## src/include/dac_pkg.sv

```systemverilog
// Shared constants for the converter enable and digital volume block.
package dac_pkg;
  // Register indices; the byte address is four times the index.
  localparam logic [7:0] VOL_L_IDX = 8'h0A;
  localparam logic [7:0] VOL_R_IDX = 8'h0B;
  localparam logic [7:0] PWR_IDX   = 8'h1A;
  localparam logic [7:0] CLK_IDX   = 8'h1C;
  localparam logic [7:0] STAT_IDX  = 8'h1D;
  // Field positions.
  localparam int LEFT_EN_BIT  = 8;
  localparam int RIGHT_EN_BIT = 7;
  localparam int COMMIT_BIT   = 8;
  localparam int GATE_BIT     = 0;
  localparam int RATIO_LSB    = 1;
  localparam int RATE_LSB     = 4;
  localparam int STAT_GATE    = 16;
  // Values after reset.
  localparam logic [7:0] VOL_RESET   = 8'hC0;
  localparam logic [2:0] RATIO_RESET = 3'h2;
  localparam logic [1:0] RATE_RESET  = 2'h0;
  localparam logic       EN_RESET    = 1'b0;
  localparam logic       GATE_RESET  = 1'b0;
  // Data widths.
  localparam int SAMPLE_W = 24;
  localparam int CODE_W   = 8;
  // Core clock cycles per converter tick for each master clock ratio code.
  localparam logic [4:0] RATIO_DIV [8] = '{5'h02, 5'h03, 5'h04, 5'h06,
                                           5'h08, 5'h0C, 5'h10, 5'h18};
  // Gain code offset that places code 192 on a shift boundary.
  localparam logic [8:0] CODE_BIAS = 9'h040;
  // Fraction bits of mantissa and exponent bias of the gain product.
  localparam logic [5:0] GAIN_FRAC = 6'h1F;
  // Sixteen 0.375 dB steps within one 6 dB octave, unity at 8000h.
  localparam logic [15:0] MANT [16] = '{
    16'h8000, 16'h85A6, 16'h8B8B, 16'h91B3, 16'h9821, 16'h9ED7, 16'hA5D9, 16'hAD2A,
    16'hB4CE, 16'hBCC8, 16'hC51C, 16'hCDCE, 16'hD6E3, 16'hE05D, 16'hEA43, 16'hF499};
endpackage

```

## src/logic/channel_path.sv

```systemverilog
// One converter channel: interpolating smoother followed by the digital gain stage.
`timescale 1ns/1ps
module channel_path
  import dac_pkg::*;
(
  input  wire logic                          pclk,      // Core clock.
  input  wire logic                          presetn,   // Asynchronous reset, active low.
  input  wire logic                          enable,    // Channel enable.
  input  wire logic                          tick,      // Converter rate tick.
  input  wire logic [dac_pkg::SAMPLE_W-1:0]  word,      // Current sample word.
  input  wire logic [dac_pkg::CODE_W-1:0]    gain_code, // Active volume code.
  output logic      [dac_pkg::SAMPLE_W-1:0]  level_out  // Scaled output level.
);
  import dac_pkg::*;

  typedef struct packed {
    logic [SAMPLE_W-1:0] acc;
    logic [SAMPLE_W-1:0] out;
  } path_t;

  path_t              st;
  path_t              next_st;
  logic signed [24:0] diff;
  logic signed [24:0] step;
  logic        [8:0]  k;
  logic signed [41:0] prod;
  logic signed [41:0] scaled;
  logic        [5:0]  shamt;

  // Smooth toward the new word at full width, then scale by mantissa and shift.
  always_comb begin
    next_st = st;
    diff    = $signed({word[SAMPLE_W-1], word}) - $signed({st.acc[SAMPLE_W-1], st.acc});
    step    = diff >>> 2;
    k       = {1'b0, gain_code} + CODE_BIAS;
    prod    = $signed(st.acc) * $signed({2'b00, MANT[k[3:0]]});
    shamt   = GAIN_FRAC - {1'b0, k[8:4]};
    scaled  = prod >>> shamt;
    if (!enable) begin
      next_st = '0;
    end else if (tick) begin
      next_st.acc = st.acc + step[SAMPLE_W-1:0];
      if (gain_code == '0) begin
        next_st.out = '0;
      end else if (!scaled[41] && (|scaled[40:23])) begin
        next_st.out = 24'h7FFFFF;
      end else if (scaled[41] && !(&scaled[40:23])) begin
        next_st.out = 24'h800000;
      end else begin
        next_st.out = scaled[SAMPLE_W-1:0];
      end
    end
  end

  // State register.
  always_ff @(posedge pclk or negedge presetn) begin
    if (!presetn) begin
      st <= '0;
    end else begin
      st <= next_st;
    end
  end

  assign level_out = st.out;
endmodule

```

## src/logic/dac_volume_top.sv

```systemverilog
// Converter enables, rate tick and double-buffered digital volume behind APB.
//
// The implementer's own choice: register access over APB.
`timescale 1ns/1ps
module dac_volume_top
  import dac_pkg::*;
(
  input  wire logic                          pclk,       // Core clock, 125 MHz.
  input  wire logic                          presetn,    // Asynchronous reset, active low.
  input  wire logic                          psel,       // APB select.
  input  wire logic                          penable,    // APB access phase.
  input  wire logic                          pwrite,     // APB direction, high writes.
  input  wire logic [11:0]                   paddr,      // APB byte address.
  input  wire logic [31:0]                   pwdata,     // APB write data.
  output logic      [31:0]                   prdata,     // APB read data.
  output logic                               pready,     // APB ready.
  output logic                               pslverr,    // APB error on unmapped address.
  input  wire logic                          in_valid,   // Sample pair strobe.
  input  wire logic [dac_pkg::SAMPLE_W-1:0]  in_left,    // Left sample word.
  input  wire logic [dac_pkg::SAMPLE_W-1:0]  in_right,   // Right sample word.
  input  wire logic                          beep_on,    // Beep source selected.
  input  wire logic [dac_pkg::SAMPLE_W-1:0]  beep_word,  // Beep sample word.
  output logic                               conv_tick,  // Converter rate pulse.
  output logic      [dac_pkg::SAMPLE_W-1:0]  left_out,   // Left scaled level.
  output logic      [dac_pkg::SAMPLE_W-1:0]  right_out   // Right scaled level.
);
  import dac_pkg::*;

  typedef struct packed {
    logic [1:0]                enable;
    logic                      gate;
    logic [2:0]                ratio_sel;
    logic [1:0]                rate_sel;
    logic [1:0][CODE_W-1:0]    pend;
    logic [1:0][CODE_W-1:0]    act;
    logic [1:0][SAMPLE_W-1:0]  word;
    logic [4:0]                div_cnt;
    logic                      tick;
    logic                      pready;
    logic                      pslverr;
    logic [31:0]               prdata;
  } ctrl_t;

  ctrl_t                     st;
  ctrl_t                     next_st;
  logic  [7:0]               idx;
  logic                      aligned;
  logic                      hit_l;
  logic                      hit_r;
  logic                      hit_pwr;
  logic                      hit_clk;
  logic                      hit_stat;
  logic                      mapped;
  logic                      setup;
  logic                      wr;
  logic                      commit;
  logic  [4:0]               div;
  logic  [1:0][SAMPLE_W-1:0] src;
  logic  [31:0]              rd;
  logic  [1:0][SAMPLE_W-1:0] next_word;

  // Address decode: one aligned word per register index.
  assign idx      = paddr[9:2];
  assign aligned  = (paddr[1:0] == 2'h0) && (paddr[11:10] == 2'h0);
  assign hit_l    = aligned && (idx == VOL_L_IDX);
  assign hit_r    = aligned && (idx == VOL_R_IDX);
  assign hit_pwr  = aligned && (idx == PWR_IDX);
  assign hit_clk  = aligned && (idx == CLK_IDX);
  assign hit_stat = aligned && (idx == STAT_IDX);
  assign mapped   = hit_l || hit_r || hit_pwr || hit_clk || hit_stat;
  assign setup    = psel && !penable;
  assign wr       = psel && penable && st.pready && pwrite && mapped;
  assign commit   = wr && (hit_l || hit_r) && pwdata[COMMIT_BIT];

  // Divider chosen from ratio and frame rate settings, never below one cycle.
  always_comb begin
    div = RATIO_DIV[st.ratio_sel] >> st.rate_sel;
    if (div == 5'h00) begin
      div = 5'h01;
    end
  end

  // Sample sources: beep words replace interface words while selected.
  assign src[0] = beep_on ? beep_word : in_left;
  assign src[1] = beep_on ? beep_word : in_right;

  // Read multiplexer; the commit position always reads zero.
  always_comb begin
    rd = '0;
    if (hit_l) begin
      rd[CODE_W-1:0] = st.pend[0];
    end else if (hit_r) begin
      rd[CODE_W-1:0] = st.pend[1];
    end else if (hit_pwr) begin
      rd[LEFT_EN_BIT]  = st.enable[0];
      rd[RIGHT_EN_BIT] = st.enable[1];
    end else if (hit_clk) begin
      rd[GATE_BIT]               = st.gate;
      rd[RATIO_LSB +: 3]         = st.ratio_sel;
      rd[RATE_LSB +: 2]          = st.rate_sel;
    end else if (hit_stat) begin
      rd[CODE_W-1:0]             = st.act[0];
      rd[2*CODE_W-1:CODE_W]      = st.act[1];
      rd[STAT_GATE]              = st.gate;
    end
  end

  // Next state of the bus slave, register file, tick divider and sample words.
  always_comb begin
    next_st = st;
    // Each transfer has no wait state; pready and read data are registered in the setup cycle so read data comes from a flip-flop.
    if (setup) begin
      next_st.pready  = 1'b1;
      next_st.pslverr = !mapped;
      next_st.prdata  = pwrite ? 32'h0000_0000 : rd;
    end else begin
      next_st.pready  = 1'b0;
      next_st.pslverr = 1'b0;
    end
    if (wr && hit_pwr) begin
      next_st.enable[0] = pwdata[LEFT_EN_BIT];
      next_st.enable[1] = pwdata[RIGHT_EN_BIT];
    end
    if (wr && hit_clk) begin
      next_st.gate      = pwdata[GATE_BIT];
      next_st.ratio_sel = pwdata[RATIO_LSB +: 3];
      next_st.rate_sel  = pwdata[RATE_LSB +: 2];
    end
    // Pending codes load on any write; the commit strobe is not stored.
    if (wr && hit_l) begin
      next_st.pend[0] = pwdata[CODE_W-1:0];
    end
    if (wr && hit_r) begin
      next_st.pend[1] = pwdata[CODE_W-1:0];
    end
    // Both active gains take the pending codes in the same edge.
    if (commit) begin
      next_st.act = next_st.pend;
    end
    // Sample words come from the per-channel capture logic below.
    next_st.word = next_word;
    // Converter tick runs off the core clock only while the gate is set.
    if (st.gate) begin
      if (st.div_cnt >= div - 5'h01) begin
        next_st.div_cnt = 5'h00;
        next_st.tick    = 1'b1;
      end else begin
        next_st.div_cnt = st.div_cnt + 5'h01;
        next_st.tick    = 1'b0;
      end
    end else begin
      next_st.div_cnt = 5'h00;
      next_st.tick    = 1'b0;
    end
  end

  // Sample words are taken only into enabled channels.
  generate
    for (genvar i = 0; i < 2; i++) begin : g_word
      always_comb begin
        if (!st.enable[i]) begin
          next_word[i] = '0;
        end else if (beep_on || in_valid) begin
          next_word[i] = src[i];
        end else begin
          next_word[i] = st.word[i];
        end
      end
    end
  endgenerate

  // State register.
  always_ff @(posedge pclk or negedge presetn) begin
    if (!presetn) begin
      st           <= '0;
      st.enable    <= {EN_RESET, EN_RESET};
      st.gate      <= GATE_RESET;
      st.ratio_sel <= RATIO_RESET;
      st.rate_sel  <= RATE_RESET;
      st.pend      <= {VOL_RESET, VOL_RESET};
      st.act       <= {VOL_RESET, VOL_RESET};
    end else begin
      st <= next_st;
    end
  end

  // Channel datapaths, one per side.
  logic [1:0][SAMPLE_W-1:0] level;

  generate
    for (genvar c = 0; c < 2; c++) begin : g_chan
      channel_path u_path (
        .pclk      (pclk),
        .presetn   (presetn),
        .enable    (st.enable[c]),
        .tick      (st.tick),
        .word      (st.word[c]),
        .gain_code (st.act[c]),
        .level_out (level[c])
      );
    end
  endgenerate

  // Outputs straight from flip-flops.
  assign prdata    = st.prdata;
  assign pready    = st.pready;
  assign pslverr   = st.pslverr;
  assign conv_tick = st.tick;
  assign left_out  = level[0];
  assign right_out = level[1];

  // Gap counter between ticks, read only by the rate check.
  logic [5:0] gap;

  always_ff @(posedge pclk or negedge presetn) begin
    if (!presetn) begin
      gap <= 6'h00;
    end else if (st.tick || !st.gate) begin
      gap <= 6'h01;
    end else begin
      gap <= gap + 6'h01;
    end
  end

  // Configuration change flag, read only by the rate check.
  logic cfg_moved;

  always_ff @(posedge pclk or negedge presetn) begin
    if (!presetn) begin
      cfg_moved <= 1'b1;
    end else if (wr && hit_clk) begin
      cfg_moved <= 1'b1;
    end else if (st.tick) begin
      cfg_moved <= 1'b0;
    end
  end
endmodule

```

## config.mk

```make
export PLATFORM = sky130hd
export DESIGN_NAME = dac_volume_top
export DESIGN_NICKNAME = d
export VERILOG_FILES = /design/src/include/dac_pkg.sv /design/src/logic/channel_path.sv /design/src/logic/dac_volume_top.sv
export SDC_FILE = /design/constraint.sdc
export NUM_CORES = 2
export LEC_CHECK = 0
export BUFFER_PORTS_ARGS = -buffer_cell sky130_fd_sc_hd__clkbuf_2
export CAP_MARGIN = 10
export CELL_PAD_IN_SITES_DETAIL_PLACEMENT = 0
export CELL_PAD_IN_SITES_GLOBAL_PLACEMENT = 1
export CORE_ASPECT_RATIO = 1.4
export CORE_MARGIN = 8
export CORE_UTILIZATION = 45
export CTS_CLUSTER_SIZE = 20
export DETAILED_ROUTE_END_ITERATION = 8
export GPL_ROUTABILITY_DRIVEN = 0
export PLACE_DENSITY = 0.79
export SLEW_MARGIN = 25
export SYNTH_ARGS = -nofsm -noshare
export SYNTH_HDL_FRONTEND = slang
export SYNTH_SLANG_ARGS = --single-unit
```

## constraint.sdc

```tcl
create_clock -name pclk -period 9.9 [get_ports pclk]
set_input_delay 1.98 -clock pclk [delete_from_list [all_inputs] [get_ports pclk]]
set_output_delay 1.98 -clock pclk [all_outputs]
set_load 0.02 [all_outputs]
```

# Word level (Yosys, flattened, before mapping)
# Memory sizes are Yosys's and may differ from the RTL's.
# Index checks and enable logic that the tools add are counted.
# W data, S select, Z words.
# word_totals
reg_bits,224
romBits,552
inputBits,123
wordCells,133
memories,3
# mem_list
name,words,word_bits,read_ports,rd_ports_with_merged_regs,wr,line,text
(name not given),16,16,1,0,0,channel_path.sv:36,"prod = $signed(st.acc) * $signed({2'b00, MANT[k[3:0]]});"
(name not given),16,16,1,0,0,channel_path.sv:36,
(name not given),8,5,1,0,0,dac_volume_top.sv:77,div = RATIO_DIV[st.ratio_sel] >> st.rate_sel;
# op_classes
addsub,10
mul,2
magnitude_cmp,4
n_eq_ne,9
shifts,3
n_mux,39
bitwise,3
n_reduce_logical,41
# op_table
cell,count
$mux W24,12
$mux W48,4
$sshr A42 B6 Y42,2
$mul A24 B17 Y41,2
$mux W16,4
$sub A24 B24 Y25,2
$add A24 B24 Y24,2
$mux W8,5
$reduce_and A18 Y1,2
$reduce_or A18 Y1,2
$mux W17,2
$eq A8 B5 Y1 const B,3
$logic_and A1 B1 Y1,21
$add A8 B7 Y9 const B,2
$mux W6,3
$mux W9,2
$eq A8 B4 Y1 const B,2
$logic_not A8 Y1,2
$mux W5,3
$sub A5 B5 Y6 const A,2
$mux W11,1
$ge A5 B5 Y1 const B,2
$not A4 Y5,2
$mux W7,1
other kinds (13),26

# Logic depth before layout (Yosys ltp)
# logic_depth
word_depth,15
depth_mapped,38
mapped_depth_nobuf,34

# Modules after synthesis
# A second synthesis with hierarchy kept.
# unflattened
hier_cells,5659
area_unflattened_um2,48682.9
# modules_own_cells
mod,instances,cells_each,area_per_inst_um2
channel_path (g_chan[1].u_path),1,2585,21490.6
channel_path (g_chan[0].u_path),1,2552,21256.6
dac_volume_top,1,522,5935.7

# Worst setup path after synthesis
# Ideal clock, no wire load.
# synth_timing
path_type,reg2reg
start,reg st[97] in the netlist's numbering
end,"reg g_chan[1].u_path.st, in the netlist g_chan[1].u_path.level_out[4]"
t_arrival_ps,9412
path_slack_ps,340
stages_incl_launch_ff,34
n_path_buf,4
path_cell_list,dfrtp_1 > clkbuf_1 > inv_1 > ha_1 > mux4_2 > clkbuf_1 > and2_1 > fa_1 > inv_1 > fa_1 > inv_1 > fa_1 > fa_1 > fa_1 > inv_1 > fa_1 > inv_1 > ha_1 > a21oi_1 > nand2_1 > o32ai_1 > o22ai_1 > o31ai_1 > a211oi_1 > or3_1 > buf_2 > nor2_1 > a22o_1 > and4b_1 > or4b_1 > or4_4 > o31ai_4 > buf_6 > o2111ai_1
# synth_between
elab_chain_cells,15
# synth_lines
element,line,text
"start, declared",dac_volume_top.sv:44,ctrl_t st;
"start signal, assigned",dac_volume_top.sv:183,st <= next_st;
$add A8 B7 Y9,channel_path.sv:35,"k = {1'b0, gain_code} + CODE_BIAS;"
$not A4 Y5 (not written as such),channel_path.sv:36,
$mem_v2 Z16 W16,-,
$mux W16 (not written as such) (2 in series),channel_path.sv:36,
$mul A24 B17 Y41,channel_path.sv:36,
$sshr A42 B6 Y42,channel_path.sv:38,scaled = prod >>> shamt;
$reduce_and A18 Y1,channel_path.sv:47,end else if (scaled[41] && !(&scaled[40:23])) begin
$logic_not A1 Y1,channel_path.sv:47,
$logic_and A1 B1 Y1,channel_path.sv:47,
$mux W24,channel_path.sv:47,
$mux W24,channel_path.sv:45,end else if (!scaled[41] && (|scaled[40:23])) begin
$mux W24 *,channel_path.sv:43,if (gain_code == '0) begin
$mux W48 *,channel_path.sv:41,end else if (tick) begin
$mux W48 *,channel_path.sv:39,if (!enable) begin
"end signal, assigned",channel_path.sv:60,st <= next_st;
"end, declared",channel_path.sv:21,path_t st;
# Mark *: on every way between the ends. The rest lies on a longest branch, timed or not. The select of a mux whose other input is x is not followed.
# A chain may end at the register's enable or synchronous reset.

# Final worst setup path
# layout_timing
start,reg st[88] in the netlist's numbering
end,"reg g_chan[0].u_path.st, in the netlist g_chan[0].u_path.level_out[7]"
# layout_between
elab_chain_cells,15
# layout_lines
element,line
$add A8 B7 Y9,channel_path.sv:35
$not A4 Y5 (not written as such),channel_path.sv:36
$mem_v2 Z16 W16,-
$mux W16 (not written as such) (2 in series),channel_path.sv:36
$mul A24 B17 Y41,channel_path.sv:36
$sshr A42 B6 Y42,channel_path.sv:38
$reduce_and A18 Y1,channel_path.sv:47
$logic_not A1 Y1,channel_path.sv:47
$logic_and A1 B1 Y1,channel_path.sv:47
$mux W24,channel_path.sv:47
$mux W24,channel_path.sv:45
$mux W24 *,channel_path.sv:43
$mux W48 *,channel_path.sv:41
$mux W48 *,channel_path.sv:39
"end signal, assigned",channel_path.sv:60
"end, declared",channel_path.sv:21
# Marked as above.

==> run_summary.xml <==
<?xml version="1.0" encoding="UTF-8"?>
<metrics>
  <group name="critical_path">
    <metric name="crit_top_cell" unit="">fa_1</metric>
    <metric name="worstReg2RegEnd" unit="">g_chan[0].u_path.level_out[7]$_DFFE_PN0P_</metric>
    <metric name="worst_setup_path_startpoint" unit="">st[88]$_DFFE_PN0P_</metric>
    <metric name="crit_fanout" unit="">24</metric>
    <metric name="timing.critical_path.slowest_cell_delay" unit="ns">0.58</metric>
    <metric name="slowest_stage" unit="">fa_1</metric>
    <metric name="r2r_start" unit="">st[88]$_DFFE_PN0P_</metric>
    <metric name="setup.worst_path.class" unit="">reg -&gt; reg</metric>
    <metric name="worstRegToRegCells" unit="">38</metric>
    <metric name="cp_data_required_time" unit="ns">10.35</metric>
    <metric name="setup.worst_path.end" unit="">g_chan[0].u_path.level_out[7]$_DFFE_PN0P_</metric>
    <metric name="cp.arrival" unit="ns">9.96</metric>
    <metric name="worst_setup_path_end_kind" unit="">flip-flop</metric>
    <metric name="setup_slack_reg_to_reg" unit="ns">0.38</metric>
    <metric name="timing.critical_path.from_type" unit="">flip-flop</metric>
  </group>
  <group name="run">
    <metric name="drv.max_cap_violation_count" unit="">0</metric>
  </group>
  <group name="global_route">
    <metric name="grt_pass1_vias" unit="">42200</metric>
    <metric name="global_route_wire_length_before_repair" unit="µm">220000</metric>
    <metric name="grt_max_degree" unit="">94</metric>
    <metric name="track_usage" unit="">0.229</metric>
    <metric name="grt_util_met3" unit="">0.0123</metric>
    <metric name="gr-total-overflow" unit="">0</metric>
    <metric name="met2_usage_in_global_routing" unit="">0.463</metric>
    <metric name="global_route.peak_usage_layer" unit="">met2</metric>
    <metric name="antenna_violations_before_repair" unit="">3</metric>
    <metric name="groute.layer.met1.usage" unit="">0.231</metric>
  </group>
  <group name="route">
    <metric name="vias_per_cell" unit="">5.47</metric>
    <metric name="avgRoutedWirePerCell" unit="µm">18.6</metric>
    <metric name="routed_wirelength" unit="µm">134000</metric>
    <metric name="drc" unit="">0</metric>
    <metric name="drtIter0Drc" unit="">1875</metric>
    <metric name="detail-route-antenna-nets" unit="">0</metric>
    <metric name="detail_route.first_pass.iterations" unit="">5</metric>
    <metric name="dr_total_vias" unit="">39300</metric>
  </group>
  <group name="layout">
    <metric name="finish.net_count" unit="">7000</metric>
    <metric name="drive_gt1_frac" unit="">0.126</metric>
    <metric name="post_layout_nonfiller_instances" unit="">7191</metric>
    <metric name="final_common_cell" unit="">inv_1</metric>
    <metric name="final_util" unit="">0.496</metric>
    <metric name="syn_to_final_growth" unit="%">9.80</metric>
    <metric name="layout_common_cells" unit="">inv_1, fa_1, nand2_1</metric>
    <metric name="stdcell_area" unit="µm²">52800</metric>
  </group>
  <group name="pwr">
    <metric name="pwr_density_cell" unit="nW/µm²">36.0</metric>
    <metric name="vdd.ir_drop.worst" unit="V">0.0000982</metric>
    <metric name="power" unit="W">0.00190</metric>
    <metric name="static-leakage-power" unit="nW">27.3</metric>
  </group>
  <group name="sta">
    <metric name="clock.fmax" unit="MHz">105</metric>
    <metric name="skew" unit="ns">0.0140</metric>
    <metric name="maxSlewViolCount" unit="">0</metric>
    <metric name="hold_viol" unit="">0</metric>
    <metric name="post-route-min-period" unit="ns">9.52</metric>
    <metric name="final_critical_path_setup_slack" unit="ns">0.384</metric>
    <metric name="tightestPinTransition" unit="ns">1.00</metric>
    <metric name="slew-limit-headroom" unit="">0.332</metric>
    <metric name="final_number_of_setup_violating_endpoints" unit="">0</metric>
    <metric name="final.period_utilization" unit="">0.961</metric>
  </group>
  <group name="clocking">
    <metric name="cts_buffers" unit="">22</metric>
    <metric name="cts_root_buffer" unit="">clkbuf_16</metric>
    <metric name="post_cts_clock_slew_at_the_launch_and_capture_registers_of_the_worst_setup_and_hold_paths" unit="ns">0.07</metric>
    <metric name="tritoncts" unit="">done</metric>
    <metric name="clk_latency" unit="ns">0.54</metric>
    <metric name="cts_htree_levels" unit="">1</metric>
    <metric name="cts.sink_count" unit="">209</metric>
    <metric name="cts_max_path_buffers" unit="">3</metric>
  </group>
  <group name="synthesis">
    <metric name="syn-instance-count" unit="">5666</metric>
    <metric name="count_of_flip_flops_with_a_built_in_enable_after_synthesis" unit="">0</metric>
    <metric name="syn_area_per_cell" unit="µm²">8.48</metric>
    <metric name="synth_seq_cells" unit="">209</metric>
    <metric name="syn_area" unit="µm²">48000</metric>
    <metric name="yosysUniqueCellTypes" unit="">97</metric>
    <metric name="synthFlopType" unit="">dfrtp_1</metric>
    <metric name="yosysSeqAreaShare" unit="">0.109</metric>
    <metric name="ys_async_sr_fraction" unit="">1.00</metric>
    <metric name="synth.yosys.warnings" unit="">0</metric>
  </group>
  <group name="placed_design">
    <metric name="detailed_place.area" unit="µm²">51600</metric>
    <metric name="placement.setup.worst_slack" unit="ns">0.0368</metric>
    <metric name="place.port_buffers" unit="">167</metric>
    <metric name="place_inst" unit="">7144</metric>
    <metric name="dpl.hpwl" unit="µm">110000</metric>
  </group>
  <group name="outcome">
    <metric name="status" unit="">completed</metric>
  </group>
  <group name="floorplan">
    <metric name="row_count" unit="">142</metric>
    <metric name="design.core.area" unit="µm²">106000</metric>
    <metric name="floorplan.initialDensity" unit="">0.451</metric>
    <metric name="die_x" unit="µm">292</metric>
    <metric name="die_area" unit="µm²">118000</metric>
    <metric name="number_of_i_o_pins" unit="">206</metric>
    <metric name="die_y" unit="µm">403</metric>
  </group>
  <group name="hold_path">
    <metric name="hold_path.class" unit="">reg -&gt; reg</metric>
  </group>
</metrics>
==> sequential cells by signal, indices dropped and copies added, names as in the netlist <==
signal / count
conv_tick: 1
g_chan.u_path.level_out: 48
g_chan.u_path.st: 48
prdata: 17
pready: 1
pslverr: 1
st: 93
==> area by class of cell <==
class                      count  area (µm²)
timing repair buffer         467        3410
clock inverter                13         205
clock buffer                  27         621
tap                         1368        1710
multi-input combinational   4075       37700
antenna                        1        2.50
inverter                    1031        3870
sequential                   209        5250
fill                       10300       53700
==> cell families (layout without fill, tap and decap cells) <==
group	after synthesis	after routing	share of synthesized area
and+or+nand+nor	1700	1700	0.166
buffers and inverters	1396	1538	0.116
adders and majority gates	1072	1072	0.397
AOI/OAI and AO/OA	911	911	0.128
muxes	232	232	0.0567
DFF	209	209	0.109
xor gates and xnor gates	145	145	0.0268
other	1	16	0.0000781
==> what timing repair did <==
item                       in CTS  in global routing
pin swaps                       0                 15
setup endpoints to repair       2                 46
hold buffers                    0                  0
hold endpoints to repair        0                  0
buffers inserted                0                  5
gates resized for setup         1                 52
==> report_power, final <==
part / switching [W] / leakage (nW) / internal, W
Sequential: 0.000000318 / 2.83 / 0.000854
Combinational: 0.0000563 / 24.1 / 0.0000319
Clock: 0.000378 / 0.398 / 0.000579
Total: 0.000435 / 27.3 / 0.00147
==> metal layers <==
| metal | share of wire | vias up |
|---|---|---|
| met5 | 0 | - |
| met1 | 0.35 | 19800 |
| met2 | 0.57 | 839 |
| met4 | 0.062 | 0 |
| li1 | - | 18300 |
| met3 | 0.025 | 396 |
==> critical path, delay by kind of cell, from the launching register on <==
kind            cells  cell delay [ns]
fa+ha+maj           8             3.60
buf+inv            12             1.43
flops               1             0.40
mux                 1             0.51
compound gates     10             2.10
simple gates        7             1.36
==> Yosys cell counts, types with 13 or more instances <==
| cell | n | share of area |
|---|---|---|
| a211oi_1 | 43 | 0.0067 |
| a21o_1 | 50 | 0.0078 |
| a21oi_1 | 246 | 0.026 |
| a22o_1 | 16 | 0.0029 |
| a22oi_1 | 21 | 0.0033 |
| a31oi_1 | 21 | 0.0027 |
| and2_1 | 262 | 0.034 |
| and3_1 | 27 | 0.0035 |
| buf_1 | 31 | 0.0024 |
| buf_4 | 81 | 0.013 |
| clkbuf_1 | 242 | 0.019 |
| dfrtp_1 | 200 | 0.10 |
| fa_1 | 756 | 0.32 |
| ha_1 | 315 | 0.082 |
| inv_1 | 1028 | 0.080 |
| mux2_2 | 103 | 0.024 |
| mux2i_1 | 107 | 0.022 |
| mux4_2 | 22 | 0.010 |
| nand2_1 | 725 | 0.057 |
| nand2b_1 | 59 | 0.0077 |
| nand3_1 | 68 | 0.0071 |
| nand4_1 | 16 | 0.0021 |
| nor2_1 | 309 | 0.024 |
| nor2b_1 | 65 | 0.0085 |
| nor3_1 | 76 | 0.0079 |
| nor4_1 | 17 | 0.0022 |
| o2111ai_1 | 15 | 0.0027 |
| o211a_1 | 54 | 0.011 |
| o211ai_1 | 56 | 0.0088 |
| o21a_1 | 38 | 0.0059 |
| o21ai_0 | 167 | 0.017 |
| o21bai_1 | 13 | 0.0020 |
| o31ai_1 | 16 | 0.0025 |
| or3_1 | 28 | 0.0036 |
| xnor2_1 | 94 | 0.017 |
| xor2_1 | 50 | 0.0091 |
==> metrics by stage <==
| step | TNS, ns | hold slack (ns) |
|---|---|---|
| after global placement | 0 | 0.483 |
| after global routing | -0.765 | 0.520 |
| after detailed placement | 0 | 0.494 |
| final | 0 | 0.504 |
| after CTS | 0 | 0.503 |
| after floorplan | 0 | 0.451 |
==> how the worst min path moves through the flow <==
stage / cells past startpoint / from / to / slack, ns
final: 2 / st[103]$_DFFE_PN1P_ / st[103]$_DFFE_PN1P_ / 0.50
after global routing: 1 / st[35]$_DFF_PN0_ / st[35]$_DFF_PN0_ / 0.52
after CTS: 1 / st[35]$_DFF_PN0_ / st[35]$_DFF_PN0_ / 0.50
after detailed placement: 1 / st[35]$_DFF_PN0_ / st[35]$_DFF_PN0_ / 0.49
after global placement: 1 / prdata[8]$_DFFE_PN0P_ / prdata[8]$_DFFE_PN0P_ / 0.48
after floorplan: 2 / prdata[0]$_DFFE_PN0P_ / prdata[0]$_DFFE_PN0P_ / 0.45
No activity file was read; power rests on OpenSTA's default activity.
